$ cat config.mk
export PLATFORM = sky130hd
export DESIGN_NAME = jtdr_top
export DESIGN_NICKNAME = d
export VERILOG_FILES = /design/src/rtl/jtdr_pkg.sv /design/src/rtl/jtdr_chain_if.sv /design/src/rtl/jtdr_chain.sv /design/src/rtl/jtdr_top.sv
export SDC_FILE = /design/constraint.sdc
export NUM_CORES = 1
export LEC_CHECK = 0
export ABC_AREA = 1
export BUFFER_PORTS_ARGS = -buffer_cell sky130_fd_sc_hd__buf_2
export CORE_MARGIN = 8
export CORE_UTILIZATION = 56
export CTS_CLUSTER_SIZE = 30
export DETAILED_ROUTE_END_ITERATION = 6
export HOLD_SLACK_MARGIN = 0.1
export PLACE_DENSITY = 0.9
export REMOVE_ABC_BUFFERS = 1
export SLEW_MARGIN = 20
export SYNTH_ARGS = -nofsm -noshare
export SYNTH_HDL_FRONTEND = slang
export SYNTH_SLANG_ARGS = --single-unit
$ cat constraint.sdc
create_clock -name clk_sys -period 2.3 [get_ports clk_sys]
set_clock_uncertainty 0.2 [all_clocks]
set_input_delay 0.69 -clock clk_sys [delete_from_list [all_inputs] [get_ports clk_sys]]
set_output_delay 0.69 -clock clk_sys [all_outputs]
set_load 0.01 [all_outputs]
$ cat src/rtl/jtdr_pkg.sv
// Constants, states and decode for the scan data chains.
// Assumes one system clock that oversamples the test clock.
package jtdr_pkg;

    localparam int IR_W = 4;
    localparam int ID_W = 32;
    localparam int DBG_W = 35;
    localparam int SYNC_W = 2;

    localparam logic [3:0] IR_EXTEST = 4'h0;
    localparam logic [3:0] IR_INTEST = 4'h1;
    localparam logic [3:0] IR_SAMPLE = 4'h2;
    localparam logic [3:0] IR_ABORT = 4'h8;
    localparam logic [3:0] IR_DP_ACCESS = 4'ha;
    localparam logic [3:0] IR_AP_ACCESS = 4'hb;
    localparam logic [3:0] IR_IDCODE = 4'he;
    localparam logic [3:0] IR_BYPASS = 4'hf;
    // Fixed pattern loaded by Capture-IR
    localparam logic [3:0] IR_CAPTURE = 4'h1;

    localparam logic BYPASS_CAPTURE = 1'b0;
    localparam logic ID_LSB = 1'b1;

    // Cells of one pin: input, output, output enable
    localparam int CELLS_PER_PIN = 3;
    localparam int CELL_IN = 0;
    localparam int CELL_OUT = 1;
    localparam int CELL_OE = 2;

    typedef enum logic [3:0] {
        TAP_RESET, TAP_IDLE,
        TAP_SEL_DR, TAP_CAP_DR, TAP_SH_DR, TAP_EX1_DR, TAP_PAU_DR, TAP_EX2_DR, TAP_UPD_DR,
        TAP_SEL_IR, TAP_CAP_IR, TAP_SH_IR, TAP_EX1_IR, TAP_PAU_IR, TAP_EX2_IR, TAP_UPD_IR
    } jtdr_tap_e;

    typedef enum logic [2:0] {
        SEL_BYPASS, SEL_IDCODE, SEL_BSCAN, SEL_AP_ACCESS, SEL_DP_ACCESS, SEL_ABORT
    } jtdr_sel_e;

    function automatic jtdr_tap_e jtdr_tap_next(input jtdr_tap_e s, input logic tms);
        jtdr_tap_e n;
        n = TAP_RESET;
        case (s)
            TAP_RESET: n = tms ? TAP_RESET : TAP_IDLE;
            TAP_IDLE: n = tms ? TAP_SEL_DR : TAP_IDLE;
            TAP_SEL_DR: n = tms ? TAP_SEL_IR : TAP_CAP_DR;
            TAP_CAP_DR: n = tms ? TAP_EX1_DR : TAP_SH_DR;
            TAP_SH_DR: n = tms ? TAP_EX1_DR : TAP_SH_DR;
            TAP_EX1_DR: n = tms ? TAP_UPD_DR : TAP_PAU_DR;
            TAP_PAU_DR: n = tms ? TAP_EX2_DR : TAP_PAU_DR;
            TAP_EX2_DR: n = tms ? TAP_UPD_DR : TAP_SH_DR;
            TAP_UPD_DR: n = tms ? TAP_SEL_DR : TAP_IDLE;
            TAP_SEL_IR: n = tms ? TAP_RESET : TAP_CAP_IR;
            TAP_CAP_IR: n = tms ? TAP_EX1_IR : TAP_SH_IR;
            TAP_SH_IR: n = tms ? TAP_EX1_IR : TAP_SH_IR;
            TAP_EX1_IR: n = tms ? TAP_UPD_IR : TAP_PAU_IR;
            TAP_PAU_IR: n = tms ? TAP_EX2_IR : TAP_PAU_IR;
            TAP_EX2_IR: n = tms ? TAP_UPD_IR : TAP_SH_IR;
            TAP_UPD_IR: n = tms ? TAP_SEL_DR : TAP_IDLE;
            default: n = TAP_RESET;
        endcase
        return n;
    endfunction : jtdr_tap_next

    // Unknown codes fall back to bypass so the path never opens
    function automatic jtdr_sel_e jtdr_decode(input logic [3:0] ir);
        jtdr_sel_e s;
        s = SEL_BYPASS;
        case (ir)
            IR_EXTEST, IR_INTEST, IR_SAMPLE: s = SEL_BSCAN;
            IR_ABORT: s = SEL_ABORT;
            IR_DP_ACCESS: s = SEL_DP_ACCESS;
            IR_AP_ACCESS: s = SEL_AP_ACCESS;
            IR_IDCODE: s = SEL_IDCODE;
            default: s = SEL_BYPASS;
        endcase
        return s;
    endfunction : jtdr_decode

endpackage : jtdr_pkg

$ cat src/rtl/jtdr_chain_if.sv
// Capture, shift and update strobes shared by all long chains.
// Assumes strobes are one clk_sys cycle wide, one per rising test clock edge.
`timescale 1ns/1ns
interface jtdr_chain_if;
    logic capture;
    logic shift;
    logic update;
    logic tdi;

    modport ctrl (output capture, output shift, output update, output tdi);
    modport chain (input capture, input shift, input update, input tdi);
endinterface : jtdr_chain_if

$ cat src/rtl/jtdr_chain.sv
// One capture/shift/update data chain with a parallel hold stage.
// Assumes strobes come from the data chain controller on clk_sys.
`timescale 1ns/1ns
module jtdr_chain #(
    parameter int W = 35
) (
    // Clock and reset
    input wire logic clk_sys,
    input wire logic reset_n,
    // Strobes
    jtdr_chain_if.chain ctl,
    input wire logic sel,
    // Parallel sides
    input wire logic [W-1:0] cap_data,
    output logic [W-1:0] upd_data,
    output logic upd_stb,
    output logic sh_lsb
);

    typedef struct packed {
        logic [W-1:0] sh;
        logic [W-1:0] upd;
        logic stb;
    } jtdr_chain_s;

    jtdr_chain_s q;
    jtdr_chain_s d;

    always_comb
    begin
        d = q;
        d.stb = 1'b0;
        if (sel && ctl.capture)
        begin
            d.sh = cap_data;
        end
        else if (sel && ctl.shift)
        begin
            d.sh = {ctl.tdi, q.sh[W-1:1]};
        end
        else if (sel && ctl.update)
        begin
            // Hold stage keeps shifted data for later use
            d.upd = q.sh;
            d.stb = 1'b1;
        end
    end

    always_ff @(posedge clk_sys or negedge reset_n)
    begin
        if (!reset_n)
        begin
            q <= '0;
        end
        else
        begin
            q <= d;
        end
    end

    assign upd_data = q.upd;
    assign upd_stb = q.stb;
    assign sh_lsb = q.sh[0];

endmodule : jtdr_chain

$ cat src/rtl/jtdr_top.sv
// Data chains behind the test access port, with its controller and
// instruction register, all oversampled on clk_sys.
// Assumes clk_sys runs at least eight times faster than tck.
//
// Contract
// Bypass gives shortest path from tdi to tdo
// Six selectable data chains are provided
// Identification chain is 32 bits, standard layout
// Identification chain lsb always reads one
// Bypass is one stage capturing zero
// Identification shifts one fixed 32-bit constant
// Identification is the default instruction
// Boundary cells ordered counter-clockwise from port
// Each pin gives input, output, enable cells
// Reset pin has one input cell only
// Sample captures pad values in Capture-DR
// Preload data shifted in is kept
// External/internal test drive pads or core inputs
// Access-port access chain is 35 bits
// Debug-port access chain is 35 bits
// Abort chain is 35 bits
// Four-bit instruction; undefined codes act as bypass
// Identification loaded on reset or Test-Logic-Reset
// Codes 0000/0001/0010 select boundary chain
// Codes 1000/1010/1011 select abort, debug, access
// Shift one bit per tck, lsb first
`timescale 1ns/1ns
module jtdr_top #(
    parameter int N_PINS = 8,
    // Arbitrary neutral identification value
    parameter logic [31:0] ID_VALUE = 32'h0000_1001
) (
    // Clock and reset
    input wire logic clk_sys,
    input wire logic reset_n,
    // Test port pins
    input wire logic tck,
    input wire logic tms,
    input wire logic tdi,
    input wire logic trst_n,
    output logic tdo,
    output logic tdo_oe,
    // Pad side
    input wire logic [N_PINS-1:0] pad_in,
    input wire logic rst_pin_n,
    output logic [N_PINS-1:0] pad_out,
    output logic [N_PINS-1:0] pad_oe,
    // Core side
    input wire logic [N_PINS-1:0] core_out,
    input wire logic [N_PINS-1:0] core_oe,
    output logic [N_PINS-1:0] core_in,
    // Access-port access chain
    input wire logic [jtdr_pkg::DBG_W-1:0] ap_access_cap,
    output logic [jtdr_pkg::DBG_W-1:0] access_port_access_chain,
    output logic ap_access_stb,
    // Debug-port access chain
    input wire logic [jtdr_pkg::DBG_W-1:0] dp_access_cap,
    output logic [jtdr_pkg::DBG_W-1:0] debug_port_access_chain,
    output logic dp_access_stb,
    // Abort chain
    input wire logic [jtdr_pkg::DBG_W-1:0] abort_cap,
    output logic [jtdr_pkg::DBG_W-1:0] abort_chain,
    output logic abort_stb
);

    localparam int BS_W = jtdr_pkg::CELLS_PER_PIN * N_PINS + 1;
    localparam int RST_CELL = jtdr_pkg::CELLS_PER_PIN * N_PINS;

    typedef struct packed {
        logic [2:0] tck_s;
        logic [jtdr_pkg::SYNC_W-1:0] tms_s;
        logic [jtdr_pkg::SYNC_W-1:0] tdi_s;
        logic [jtdr_pkg::SYNC_W-1:0] trst_s;
        logic [N_PINS-1:0] pin_s0;
        logic [N_PINS-1:0] pin_s1;
        logic [jtdr_pkg::SYNC_W-1:0] rst_s;
        jtdr_pkg::jtdr_tap_e state;
        logic [jtdr_pkg::IR_W-1:0] ir_sh;
        logic [jtdr_pkg::IR_W-1:0] ir;
        logic byp;
        logic [jtdr_pkg::ID_W-1:0] id_sh;
        logic tdo;
        logic tdo_oe;
        logic [N_PINS-1:0] pad_out;
        logic [N_PINS-1:0] pad_oe;
        logic [N_PINS-1:0] core_in;
    } jtdr_top_s;

    jtdr_top_s q;
    jtdr_top_s d;

    jtdr_chain_if ctl ();

    logic rise;
    logic fall;
    jtdr_pkg::jtdr_sel_e sel;
    logic [BS_W-1:0] bs_cap;
    logic [BS_W-1:0] bs_upd;
    logic bs_lsb;
    logic ap_lsb;
    logic dp_lsb;
    logic ab_lsb;
    logic dr_lsb;
    logic [jtdr_pkg::ID_W-1:0] id_word;
    logic cap_dr;
    logic sh_dr;
    logic upd_dr;
    logic sh_ir;
    logic extest_on;
    logic intest_on;

    // Edges found on the synchronised test clock
    assign rise = q.tck_s[1] & ~q.tck_s[2];
    assign fall = ~q.tck_s[1] & q.tck_s[2];
    assign sel = jtdr_pkg::jtdr_decode(q.ir);
    assign id_word = {ID_VALUE[jtdr_pkg::ID_W-1:1], jtdr_pkg::ID_LSB};

    assign cap_dr = (q.state == jtdr_pkg::TAP_CAP_DR);
    assign sh_dr = (q.state == jtdr_pkg::TAP_SH_DR);
    assign upd_dr = (q.state == jtdr_pkg::TAP_UPD_DR);
    assign sh_ir = (q.state == jtdr_pkg::TAP_SH_IR);

    assign ctl.capture = rise && cap_dr;
    assign ctl.shift = rise && sh_dr;
    assign ctl.update = rise && upd_dr;
    assign ctl.tdi = q.tdi_s[1];

    // Pad muxes look at the current instruction only, never at the chain select
    assign extest_on = (q.ir == jtdr_pkg::IR_EXTEST);
    assign intest_on = (q.ir == jtdr_pkg::IR_INTEST);

    // Pin k owns cells 3k..3k+2; pin 0 sits next to the test port
    always_comb
    begin
        bs_cap = '0;
        for (int k = 0; k < N_PINS; k++)
        begin
            bs_cap[jtdr_pkg::CELLS_PER_PIN*k+jtdr_pkg::CELL_IN] = q.pin_s1[k];
            bs_cap[jtdr_pkg::CELLS_PER_PIN*k+jtdr_pkg::CELL_OUT] = core_out[k];
            bs_cap[jtdr_pkg::CELLS_PER_PIN*k+jtdr_pkg::CELL_OE] = core_oe[k];
        end
        // Reset pin is observe only
        bs_cap[RST_CELL] = q.rst_s[1];
    end

    // Long chains share one strobe set; each acts only while selected
    jtdr_chain #(
        .W(BS_W)
    ) u_bscan (
        .clk_sys(clk_sys),
        .reset_n(reset_n),
        .ctl(ctl),
        .sel(sel == jtdr_pkg::SEL_BSCAN),
        .cap_data(bs_cap),
        .upd_data(bs_upd),
        .upd_stb(),
        .sh_lsb(bs_lsb)
    );

    jtdr_chain #(
        .W(jtdr_pkg::DBG_W)
    ) u_ap_access (
        .clk_sys(clk_sys),
        .reset_n(reset_n),
        .ctl(ctl),
        .sel(sel == jtdr_pkg::SEL_AP_ACCESS),
        .cap_data(ap_access_cap),
        .upd_data(access_port_access_chain),
        .upd_stb(ap_access_stb),
        .sh_lsb(ap_lsb)
    );

    jtdr_chain #(
        .W(jtdr_pkg::DBG_W)
    ) u_dp_access (
        .clk_sys(clk_sys),
        .reset_n(reset_n),
        .ctl(ctl),
        .sel(sel == jtdr_pkg::SEL_DP_ACCESS),
        .cap_data(dp_access_cap),
        .upd_data(debug_port_access_chain),
        .upd_stb(dp_access_stb),
        .sh_lsb(dp_lsb)
    );

    jtdr_chain #(
        .W(jtdr_pkg::DBG_W)
    ) u_abort (
        .clk_sys(clk_sys),
        .reset_n(reset_n),
        .ctl(ctl),
        .sel(sel == jtdr_pkg::SEL_ABORT),
        .cap_data(abort_cap),
        .upd_data(abort_chain),
        .upd_stb(abort_stb),
        .sh_lsb(ab_lsb)
    );

    // Unselected long chains keep their bits; bypass and identification stages capture and shift in every DR scan
    always_comb
    begin
        case (sel)
            jtdr_pkg::SEL_IDCODE: dr_lsb = q.id_sh[0];
            jtdr_pkg::SEL_BSCAN: dr_lsb = bs_lsb;
            jtdr_pkg::SEL_AP_ACCESS: dr_lsb = ap_lsb;
            jtdr_pkg::SEL_DP_ACCESS: dr_lsb = dp_lsb;
            jtdr_pkg::SEL_ABORT: dr_lsb = ab_lsb;
            default: dr_lsb = q.byp;
        endcase
    end

    always_comb
    begin
        d = q;
        // Two-stage synchronisers, three stages for tck; stage 0 feeds stage 1 only
        d.tck_s = {q.tck_s[1:0], tck};
        d.tms_s = {q.tms_s[0], tms};
        d.tdi_s = {q.tdi_s[0], tdi};
        d.trst_s = {q.trst_s[0], trst_n};
        d.pin_s0 = pad_in;
        d.pin_s1 = q.pin_s0;
        d.rst_s = {q.rst_s[0], rst_pin_n};

        // Test reset outranks a rising tck edge seen in the same cycle
        if (!q.trst_s[1])
        begin
            d.state = jtdr_pkg::TAP_RESET;
            d.ir = jtdr_pkg::IR_IDCODE;
        end
        else if (rise)
        begin
            case (q.state)
                jtdr_pkg::TAP_RESET: d.ir = jtdr_pkg::IR_IDCODE;
                jtdr_pkg::TAP_CAP_DR:
                begin
                    d.byp = jtdr_pkg::BYPASS_CAPTURE;
                    d.id_sh = id_word;
                end
                jtdr_pkg::TAP_SH_DR:
                begin
                    d.byp = q.tdi_s[1];
                    d.id_sh = {q.tdi_s[1], q.id_sh[jtdr_pkg::ID_W-1:1]};
                end
                jtdr_pkg::TAP_CAP_IR: d.ir_sh = jtdr_pkg::IR_CAPTURE;
                jtdr_pkg::TAP_SH_IR: d.ir_sh = {q.tdi_s[1], q.ir_sh[jtdr_pkg::IR_W-1:1]};
                jtdr_pkg::TAP_UPD_IR: d.ir = q.ir_sh;
                default: d.ir = q.ir;
            endcase
            d.state = jtdr_pkg::jtdr_tap_next(q.state, q.tms_s[1]);
        end

        // Output changes on the falling test clock edge
        if (fall)
        begin
            d.tdo_oe = sh_dr || sh_ir;
            d.tdo = sh_ir ? q.ir_sh[0] : dr_lsb;
        end

        // Registered muxes, so a test mode switch never glitches a pad
        for (int k = 0; k < N_PINS; k++)
        begin
            if (extest_on)
            begin
                d.pad_out[k] = bs_upd[jtdr_pkg::CELLS_PER_PIN*k+jtdr_pkg::CELL_OUT];
                d.pad_oe[k] = bs_upd[jtdr_pkg::CELLS_PER_PIN*k+jtdr_pkg::CELL_OE];
            end
            else
            begin
                d.pad_out[k] = core_out[k];
                d.pad_oe[k] = core_oe[k];
            end
            if (intest_on)
            begin
                d.core_in[k] = bs_upd[jtdr_pkg::CELLS_PER_PIN*k+jtdr_pkg::CELL_IN];
            end
            else
            begin
                d.core_in[k] = q.pin_s1[k];
            end
        end
    end

    // Power-on reset also resets the controller; instruction starts as identification
    always_ff @(posedge clk_sys or negedge reset_n)
    begin
        if (!reset_n)
        begin
            q <= '0;
            q.state <= jtdr_pkg::TAP_RESET;
            q.ir <= jtdr_pkg::IR_IDCODE;
            // Active-low synchronisers start idle so no false test reset follows
            q.trst_s <= '1;
            q.rst_s <= '1;
        end
        else
        begin
            q <= d;
        end
    end

    assign tdo = q.tdo;
    assign tdo_oe = q.tdo_oe;
    assign pad_out = q.pad_out;
    assign pad_oe = q.pad_oe;
    assign core_in = q.core_in;

endmodule : jtdr_top

==> report_table.html, run 1 <==
<table>
<tr><th>Metric</th><th>Value</th></tr>
<tr><th colspan="2">Status</th></tr>
<tr><td>Outcome</td><td>finished, final reports clean</td></tr>
<tr><th colspan="2">Clock network</th></tr>
<tr><td>H-tree levels</td><td>2</td></tr>
<tr><td>TritonCTS clock tree</td><td>built</td></tr>
<tr><td>Clock slew seen by the registers of the worst setup and hold paths</td><td>around 0.060 ns</td></tr>
<tr><td>Worst-Skew Late Latency</td><td>0.52 ns</td></tr>
<tr><td>Number of buffers inserted during clock tree synthesis</td><td>38</td></tr>
<tr><td>Clock root buffer master</td><td>clkbuf_16</td></tr>
<tr><td>Maximum clock insertion buffer count</td><td>3</td></tr>
<tr><td>Number of clock sinks</td><td>between 300 and 400</td></tr>
<tr><th colspan="2">Logic synthesis</th></tr>
<tr><td>Count of different cell masters after synthesis</td><td>28</td></tr>
<tr><td>Most used flip-flop cell after synthesis</td><td>dfrtp_1</td></tr>
<tr><td>Biggest area contributors in the synthesized netlist</td><td>dfrtp_1 (56%), nand2_1 (9.8%), o21ai_0 (8.2%)</td></tr>
<tr><td>Post-synthesis average cell area</td><td>8.79 um2</td></tr>
<tr><td>Portion of synthesized cell area occupied by the leading cell type</td><td>0.559</td></tr>
<tr><td>Synth Warn #</td><td>0</td></tr>
<tr><td>Most frequent cell after synthesis</td><td>nand2_1</td></tr>
<tr><td>Part of the Yosys area used for sequential elements</td><td>0.570</td></tr>
<tr><td>Synthesized instance count</td><td>between 1,500 and 2,000</td></tr>
<tr><td>Cell type with the highest aggregate area in the netlist</td><td>dfrtp_1</td></tr>
<tr><td>Synth Cell Area</td><td>15,800 um2</td></tr>
<tr><td>Share of flip-flops with an asynchronous set or reset after synthesis</td><td>1.00</td></tr>
<tr><td>Flop and latch count out of synthesis</td><td>approximately 360</td></tr>
<tr><td>Number of enable flip-flop cells after synthesis</td><td>0</td></tr>
<tr><td>Cell types with the highest counts after synthesis</td><td>nand2_1 (413), dfrtp_1 (352), o21ai_0 (258), inv_1 (222), buf_4 (135)</td></tr>
<tr><th colspan="2">Routing</th></tr>
<tr><td>Total wire length after detailed routing</td><td>~40,000 um</td></tr>
<tr><td>Post-DR wirelength/cell</td><td>around 17 um</td></tr>
<tr><td>Ratio of routed vias to standard cells</td><td>between 5 and 6</td></tr>
<tr><td>DRC violations left</td><td>0</td></tr>
<tr><td>Post-route met1 wirelength</td><td>16,100 um</td></tr>
<tr><td>WL met2</td><td>~19,000 um</td></tr>
<tr><td>Vias after detailed routing</td><td>12,800</td></tr>
<tr><td>Detailed-routing iteration count for the pre-antenna-repair pass</td><td>5</td></tr>
<tr><td>Number of nets with antenna violations after detailed routing</td><td>0</td></tr>
<tr><td>Max layer used</td><td>met5</td></tr>
<tr><td>DR WL met3</td><td>3360 um</td></tr>
<tr><td>DRC marker count from the first detailed-route iteration</td><td>between 1,000 and 1,500</td></tr>
<tr><th colspan="2">STA</th></tr>
<tr><td>Endpoints failing hold</td><td>0</td></tr>
<tr><td>Endpoints failing setup</td><td>0</td></tr>
<tr><td>Max-slew violations</td><td>0</td></tr>
<tr><td>Final worst path period need</td><td>around 2.2 ns</td></tr>
<tr><td>Worst-Margin Slew</td><td>around 0.49 ns</td></tr>
<tr><td>Setup tns final</td><td>0 ns</td></tr>
<tr><td>Achievable Freq</td><td>459 MHz</td></tr>
<tr><td>Setup repair after global routing missed its margin</td><td>no</td></tr>
<tr><td>Slew headroom</td><td>0.676</td></tr>
<tr><td>Period Utilization, post-route</td><td>0.948</td></tr>
<tr><td>Worst-case setup margin in the final layout</td><td>between 0.1 and 0.15 ns</td></tr>
<tr><th colspan="2">Power</th></tr>
<tr><td>Part of the total power dissipated in sequential elements</td><td>0.501</td></tr>
<tr><td>Combinational share of power</td><td>0.032</td></tr>
<tr><td>Cell leakage power</td><td>between 9 and 10 nW</td></tr>
<tr><td>Total net switching power</td><td>2.71 mW</td></tr>
<tr><td>Clock group share of total power</td><td>0.467</td></tr>
<tr><td>Sw frac</td><td>0.212</td></tr>
<tr><td>Int Pwr</td><td>10.1 mW</td></tr>
<tr><td>IR drop worst, VDD</td><td>0.000482 V</td></tr>
<tr><td>Power Dens Cells</td><td>between 700 and 800 nW/um2</td></tr>
<tr><th colspan="2">Min path</th></tr>
<tr><td>Count of cells along the worst hold path</td><td>0</td></tr>
<tr><td>Start point of the worst min-delay path</td><td>d[92]</td></tr>
<tr><td>Type of the tightest min-delay check</td><td>reg -&gt; reg</td></tr>
<tr><td>Worst Hold Endpoint</td><td>ctl.tdi</td></tr>
<tr><th colspan="2">Floorplanning</th></tr>
<tr><td>Starting density of the core</td><td>0.567</td></tr>
<tr><td>I/O pin cnt</td><td>270</td></tr>
<tr><td>Floorplan die area</td><td>~34,000 um2</td></tr>
<tr><td>Core Area</td><td>27,800 um2</td></tr>
<tr><td>Die width</td><td>184 um</td></tr>
<tr><td>Row count</td><td>between 60 and 70</td></tr>
<tr><td>Vertical die dimension</td><td>184 um</td></tr>
<tr><th colspan="2">Global routing</th></tr>
<tr><td>First-pass GRT wire length</td><td>65,300 um</td></tr>
<tr><td>Maximum number of pins on one net before global-route repair</td><td>slightly above 90</td></tr>
<tr><td>Antenna violations before repair</td><td>3</td></tr>
<tr><td>Via count of the first global-routing pass</td><td>approximately 13,000</td></tr>
<tr><td>Global-route usage over all layers</td><td>0.236</td></tr>
<tr><td>Gr ovfl total</td><td>0</td></tr>
<tr><th colspan="2">Final layout</th></tr>
<tr><td>Layout Cells excl Fill</td><td>~2,300</td></tr>
<tr><td>Net count reported at finish</td><td>approximately 2,100</td></tr>
<tr><td>Fraction of final layout cells with drive strength greater than 1</td><td>0.204</td></tr>
<tr><td>Layout-stage area growth over the synthesis result</td><td>14.8%</td></tr>
<tr><td>Final non-filler cell area</td><td>~18,000 um2</td></tr>
<tr><th colspan="2">Worst setup path</th></tr>
<tr><td>FF-to-FF path depth</td><td>9</td></tr>
<tr><td>Worst flop-to-flop path startpoint</td><td>q[68]</td></tr>
<tr><td>Critical path arrival</td><td>between 2 and 2.5 ns</td></tr>
<tr><td>Critical path launch point</td><td>q[68]</td></tr>
<tr><td>Category of the most critical setup path</td><td>reg -&gt; reg</td></tr>
<tr><td>Maximum fanout count along the critical path</td><td>35</td></tr>
<tr><td>Critical R2R Capture</td><td>u_abort.q[58]</td></tr>
<tr><td>Endpoint class of the critical path</td><td>register</td></tr>
<tr><td>Worst reg2reg setup slack</td><td>approximately 0.12 ns</td></tr>
<tr><td>Required arrival time at the worst endpoint</td><td>2.50 ns</td></tr>
<tr><td>Startpoint kind of the worst setup timing path</td><td>register</td></tr>
<tr><th colspan="2">Placement</th></tr>
<tr><td>Final weighted congestion in routability-driven placement</td><td>0.894</td></tr>
<tr><td>Placement-stage cell area</td><td>16,700 um2</td></tr>
<tr><td>Placed cell count</td><td>~2,300</td></tr>
<tr><td>Worst Setup Slack post-DPL</td><td>between 0.1 and 0.15 ns</td></tr>
<tr><td>Port-buffer cells</td><td>269</td></tr>
<tr><td>DP Wirelength</td><td>around 26,000 um</td></tr>
<tr><th colspan="2">Run</th></tr>
<tr><td>Max-cap violations</td><td>0</td></tr>
</table>
==> sequential cells by signal (all words and copies together), names as in the netlist, 34 cells and up <==
| name | flops |
|---|---|
| q | 47 |
| u_abort.q | 34 |
| u_abort.upd_data | 35 |
| u_ap_access.q | 34 |
| u_ap_access.upd_data | 35 |
| u_dp_access.q | 34 |
| u_dp_access.upd_data | 35 |
==> routing by layer <==
metal / vias to the layer above / global-route usage
met5: - / 0
met4: 2 / 0.102
met3: 112 / 0.0494
met2: 673 / 0.387
met1: 6119 / 0.301
li1: 5858 / -
==> layout make-up <==
cell class	instances	area [um2]
Fill cell	2121	9680
Sequential cell	359	8990
Multi-Input combinational cell	989	4550
Timing Repair Buffer	321	1990
Clock buffer	58	1140
Inverter	231	870
Tap cell	378	473
Clock inverter	7	86.3
Antenna cell	2	5.00
==> per-stage QoR <==
stage | hold WS [ns] | util | total power [mW]
final | 0.148 | 0.652 | 12.8
after detailed placement | 0.136 | 0.601 | 6.90
after global routing | 0.150 | 0.652 | 13.2
after global placement | 0.132 | 0.601 | 6.89
after floorplan | 0.131 | - | 6.57
after CTS | 0.146 | 0.650 | 12.9
==> power by group through the flow <==
stage	clock network, mW	logic [mW]	registers [mW]
2_1_floorplan	0	0.0540	6.51
3_3_place_gp	0	0.385	6.50
3_5_place_dp	0	0.391	6.51
4_1_cts	6.06	0.416	6.39
5_1_grt	6.33	0.458	6.39
6_report	5.96	0.412	6.39
==> how the worst max path moves through the flow <==
stage / to / slack (ns) / cells past startpoint
after floorplan: u_dp_access.q[37] / -1.03 / 6
after global placement: u_abort.q[41] / 0.19 / 8
after detailed placement: u_dp_access.q[39] / 0.12 / 7
after CTS: u_dp_access.q[50] / 0.09 / 7
after global routing: u_abort.q[58] / 0.002 / 10
final: u_abort.q[58] / 0.12 / 9
==> worst max-delay path: stages, from the launching register on <==
cell and delay (ns):
dfrtp_1 0.46, nor2_1 0.21, nand2_1 0.15, nand2_2 0.15
inv_2 0.12, nor3_4 0.18, buf_4 0.17, buf_12 0.20
nand3_1 0.09, o21ai_0 0.13
==> logic make-up (layout without fill, tap and decap cells) <==
group,after synthesis,after routing,synth area share
AOI/OAI and AO/OA,421,421,0.142
other,0,2,0
buffers and inverters,445,617,0.142
DFF,359,359,0.570
and+or+nand+nor,568,568,0.145
==> timing repair <==
action,CTS,global route
gates resized for setup,0,3
buffers inserted,0,2
endpoints found under the setup margin,0,8
hold buffers,14,0
hold endpoints to repair,44,0
==> placed cells by master, fill, tap and decap left out, types with 27 or more instances in the layout <==
cell type    n
nand3_1     50
clkbuf_16   40
nand2_1    411
o211ai_1    27
buf_2      268
a21oi_1     48
o22ai_1     48
inv_1      222
o21ai_1     38
nor2_1      82
o21ai_0    258
dfrtp_1    351
Power figures use the tool's default switching activity.
==> inputs of run 2 (changes only) <==
ABC_AREA = unset   (was 1)
CORE_UTILIZATION = 57   (was 56)
SYNTH_HIERARCHICAL = 1   (was unset)
==> run 2 against run 1 <==
  * Die area rose by 4.8%
  * Maximum frequency fell by 4.3%
  * First-iteration DRC count shrank 6.1%
  * Synthesized area is 7.2% higher
  * Final cell count decreased by 13%
  * Largest cell class unchanged
==> report_table.html, run 2 <==
<table>
<tr><th>Metric</th><th>Value</th></tr>
<tr><th colspan="2">Logic synthesis</th></tr>
<tr><td>Synthesized instance count</td><td>~1,500</td></tr>
<tr><td>Synth Warn #</td><td>6</td></tr>
<tr><td>Synth Cell Area</td><td>16,900 um2</td></tr>
<tr><td>Post-synthesis average cell area</td><td>around 12 um2</td></tr>
<tr><th colspan="2">STA</th></tr>
<tr><td>Max-slew violations</td><td>0</td></tr>
<tr><td>Final worst path period need</td><td>2.28 ns</td></tr>
<tr><td>Minimum hold slack</td><td>0.127 ns</td></tr>
<tr><td>Achievable Freq</td><td>between 400 and 500 MHz</td></tr>
<tr><td>Slew headroom</td><td>0.708</td></tr>
<tr><td>Period Utilization, post-route</td><td>0.990</td></tr>
<tr><td>Endpoints failing hold</td><td>0</td></tr>
<tr><td>Setup tns final</td><td>0 ns</td></tr>
<tr><td>Worst-case setup margin in the final layout</td><td>between 0.02 and 0.025 ns</td></tr>
<tr><td>Endpoints failing setup</td><td>0</td></tr>
<tr><td>Setup repair after global routing missed its margin</td><td>yes</td></tr>
<tr><td>Worst-Margin Slew</td><td>about 0.44 ns</td></tr>
<tr><th colspan="2">Clock network</th></tr>
<tr><td>TritonCTS clock tree</td><td>built</td></tr>
<tr><td>Worst-Skew Late Latency</td><td>0.52 ns</td></tr>
<tr><td>Maximum clock insertion buffer count</td><td>3</td></tr>
<tr><td>Number of buffers inserted during clock tree synthesis</td><td>38</td></tr>
<tr><td>Clock slew seen by the registers of the worst setup and hold paths</td><td>roughly 0.060 ns</td></tr>
<tr><td>Clock root buffer master</td><td>clkbuf_16</td></tr>
<tr><td>H-tree levels</td><td>2</td></tr>
<tr><td>Number of clock sinks</td><td>approximately 360</td></tr>
<tr><th colspan="2">Final layout</th></tr>
<tr><td>Number of filler instances in the final layout</td><td>1,975</td></tr>
<tr><td>Layout-stage area growth over the synthesis result</td><td>17.1%</td></tr>
<tr><td>Most used cells in the layout excluding fill and tap cells</td><td>nor3_1 (386), dfrtp_1 (351), buf_2 (268), o22ai_1 (124), mux2_4 (111)</td></tr>
<tr><td>Layout Cells excl Fill</td><td>roughly 2,000</td></tr>
<tr><td>Final core area utilization</td><td>0.673</td></tr>
<tr><td>Final non-filler cell area</td><td>between 15,000 and 20,000 um2</td></tr>
<tr><td>Register with the most flip-flops</td><td>q</td></tr>
<tr><td>Fraction of final layout cells with drive strength greater than 1</td><td>0.389</td></tr>
<tr><td>Most frequent standard cell in the layout excluding fill and tap cells</td><td>nor3_1</td></tr>
<tr><td>Net count reported at finish</td><td>around 1,800</td></tr>
<tr><td>Number of flip-flops in the largest register</td><td>between 40 and 50</td></tr>
<tr><th colspan="2">Floorplanning</th></tr>
<tr><td>Vertical die dimension</td><td>about 190 um</td></tr>
<tr><td>Core Area</td><td>29,400 um2</td></tr>
<tr><td>I/O pin cnt</td><td>between 200 and 300</td></tr>
<tr><td>Starting density of the core</td><td>0.575</td></tr>
<tr><td>Row count</td><td>63</td></tr>
<tr><td>Floorplan die area</td><td>35,400 um2</td></tr>
<tr><td>Die width</td><td>188 um</td></tr>
<tr><th colspan="2">Power</th></tr>
<tr><td>Pwr Total</td><td>roughly 13 mW</td></tr>
<tr><td>Int Pwr</td><td>~10 mW</td></tr>
<tr><td>IR drop worst, VDD</td><td>about 0.00047 V</td></tr>
<tr><td>Combinational share of power</td><td>0.036</td></tr>
<tr><td>Total net switching power</td><td>2.84 mW</td></tr>
<tr><td>Power Dens Cells</td><td>roughly 670 nW/um2</td></tr>
<tr><td>Cell leakage power</td><td>approximately 9.4 nW</td></tr>
<tr><td>Clock group share of total power</td><td>0.478</td></tr>
<tr><td>Part of the total power dissipated in sequential elements</td><td>0.486</td></tr>
<tr><td>Sw frac</td><td>0.215</td></tr>
<tr><th colspan="2">Status</th></tr>
<tr><td>Outcome</td><td>finished, final reports clean</td></tr>
<tr><th colspan="2">Global routing</th></tr>
<tr><td>Maximum number of pins on one net before global-route repair</td><td>a little over 70</td></tr>
<tr><td>First-pass GRT wire length</td><td>~70,000 um</td></tr>
<tr><td>Via count of the first global-routing pass</td><td>about 13,000</td></tr>
<tr><td>Gr ovfl total</td><td>0</td></tr>
<tr><td>Global-route usage over all layers</td><td>0.239</td></tr>
<tr><td>Antenna violations before repair</td><td>0</td></tr>
<tr><th colspan="2">Routing</th></tr>
<tr><td>Number of nets with antenna violations after detailed routing</td><td>0</td></tr>
<tr><td>Ratio of routed vias to standard cells</td><td>between 6 and 7</td></tr>
<tr><td>Vias after detailed routing</td><td>between 10,000 and 15,000</td></tr>
<tr><td>DRC marker count from the first detailed-route iteration</td><td>~1,200</td></tr>
<tr><td>Post-DR wirelength/cell</td><td>roughly 23 um</td></tr>
<tr><td>Total wire length after detailed routing</td><td>about 46,000 um</td></tr>
<tr><td>Detailed-routing iteration count for the pre-antenna-repair pass</td><td>6</td></tr>
<tr><td>DRC violations left</td><td>0</td></tr>
<tr><th colspan="2">Worst setup path</th></tr>
<tr><td>Critical path arrival</td><td>between 2 and 2.5 ns</td></tr>
<tr><td>Worst setup path endpoint</td><td>u_dp_access/q[40]</td></tr>
<tr><td>Endpoint class of the critical path</td><td>register</td></tr>
<tr><td>FF-to-FF path depth</td><td>9</td></tr>
<tr><td>Worst reg2reg setup slack</td><td>between 0.02 and 0.025 ns</td></tr>
<tr><td>Critical R2R Capture</td><td>u_dp_access/q[40]</td></tr>
<tr><td>Critical path launch point</td><td>q[97]</td></tr>
<tr><td>Required arrival time at the worst endpoint</td><td>between 2 and 2.5 ns</td></tr>
<tr><td>Worst flop-to-flop path startpoint</td><td>q[97]</td></tr>
<tr><td>Startpoint kind of the worst setup timing path</td><td>register</td></tr>
<tr><td>Maximum fanout count along the critical path</td><td>35</td></tr>
<tr><td>Category of the most critical setup path</td><td>reg -&gt; reg</td></tr>
<tr><th colspan="2">Min path</th></tr>
<tr><td>Type of the tightest min-delay check</td><td>in -&gt; reg</td></tr>
<tr><td>Count of cells along the worst hold path</td><td>1</td></tr>
<tr><th colspan="2">Placement</th></tr>
<tr><td>DP Wirelength</td><td>27,800 um</td></tr>
<tr><td>Final weighted congestion in routability-driven placement</td><td>about 0.84</td></tr>
<tr><td>Port-buffer cells</td><td>269</td></tr>
<tr><td>Placed cell count</td><td>slightly below 2,000</td></tr>
<tr><td>Placement-stage cell area</td><td>about 18,000 um2</td></tr>
<tr><td>Worst Setup Slack post-DPL</td><td>-0.0515 ns</td></tr>
<tr><th colspan="2">Run</th></tr>
<tr><td>Max-cap violations</td><td>0</td></tr>
</table>
==> run 2: layout make-up <==
class	count	area [um2]	area share
Tap cell	390	488	0.0247
Clock buffer	56	1130	0.0571
Clock inverter	13	153	0.00772
Antenna cell	2	5.00	0.000253
Timing Repair Buffer	396	2880	0.146
Inverter	8	30.0	0.00152
Sequential cell	359	8990	0.455
Multi-Input combinational cell	819	6100	0.308
==> run 2: layer usage <==
| layer | up-vias | global-route usage | share of wire |
|---|---|---|---|
| li1 | 5511 | - | - |
| met3 | 192 | 0.0405 | 0.067 |
| met1 | 6320 | 0.300 | 0.38 |
| met4 | 0 | 0.132 | 0.052 |
| met2 | 732 | 0.390 | 0.50 |
| met5 | - | 0 | 0 |
==> run 2: worst max-delay path, cell delays in order, from the launching register on <==
cell and delay (ns):
dfrtp_1 0.38, nand2b_1 0.19, buf_6 0.16, nor4_2 0.25
buf_4 0.23, buf_12 0.14, nand2_1 0.09, buf_12 0.19
o22ai_1 0.21, nor3_1 0.09
==> run 2: timing repair <==
item                                   in CTS  in global routing
endpoints found under the hold margin      35                  0
buffers inserted                            6                 10
gates cloned                                1                  7
hold buffers                               13                  0
resized for setup                           8                 38
setup endpoints to repair                  55                240
pin swaps                                   2                  7
==> run 2: worst min-delay path by stage <==
| stage | from | end | slack (ns) |
|---|---|---|---|
| floorplan | d[73] | bs_cap[0] | 0.13 |
| global placement | d[74] | bs_cap[3] | 0.13 |
| detailed placement | d[73] | bs_cap[0] | 0.14 |
| CTS | tck | d[96] | 0.11 |
| global route | tck | d[96] | 0.11 |
| finish | tck | d[96] | 0.13 |
==> run 2: power by group through the flow <==
stage | clock network (mW) | registers, mW | logic [mW]
after detailed placement | 0 | 6.52 | 0.451
after global placement | 0 | 6.51 | 0.445
after global routing | 6.64 | 6.40 | 0.521
final | 6.29 | 6.40 | 0.473
after floorplan | 0 | 6.53 | 0.0681
after CTS | 6.37 | 6.40 | 0.473
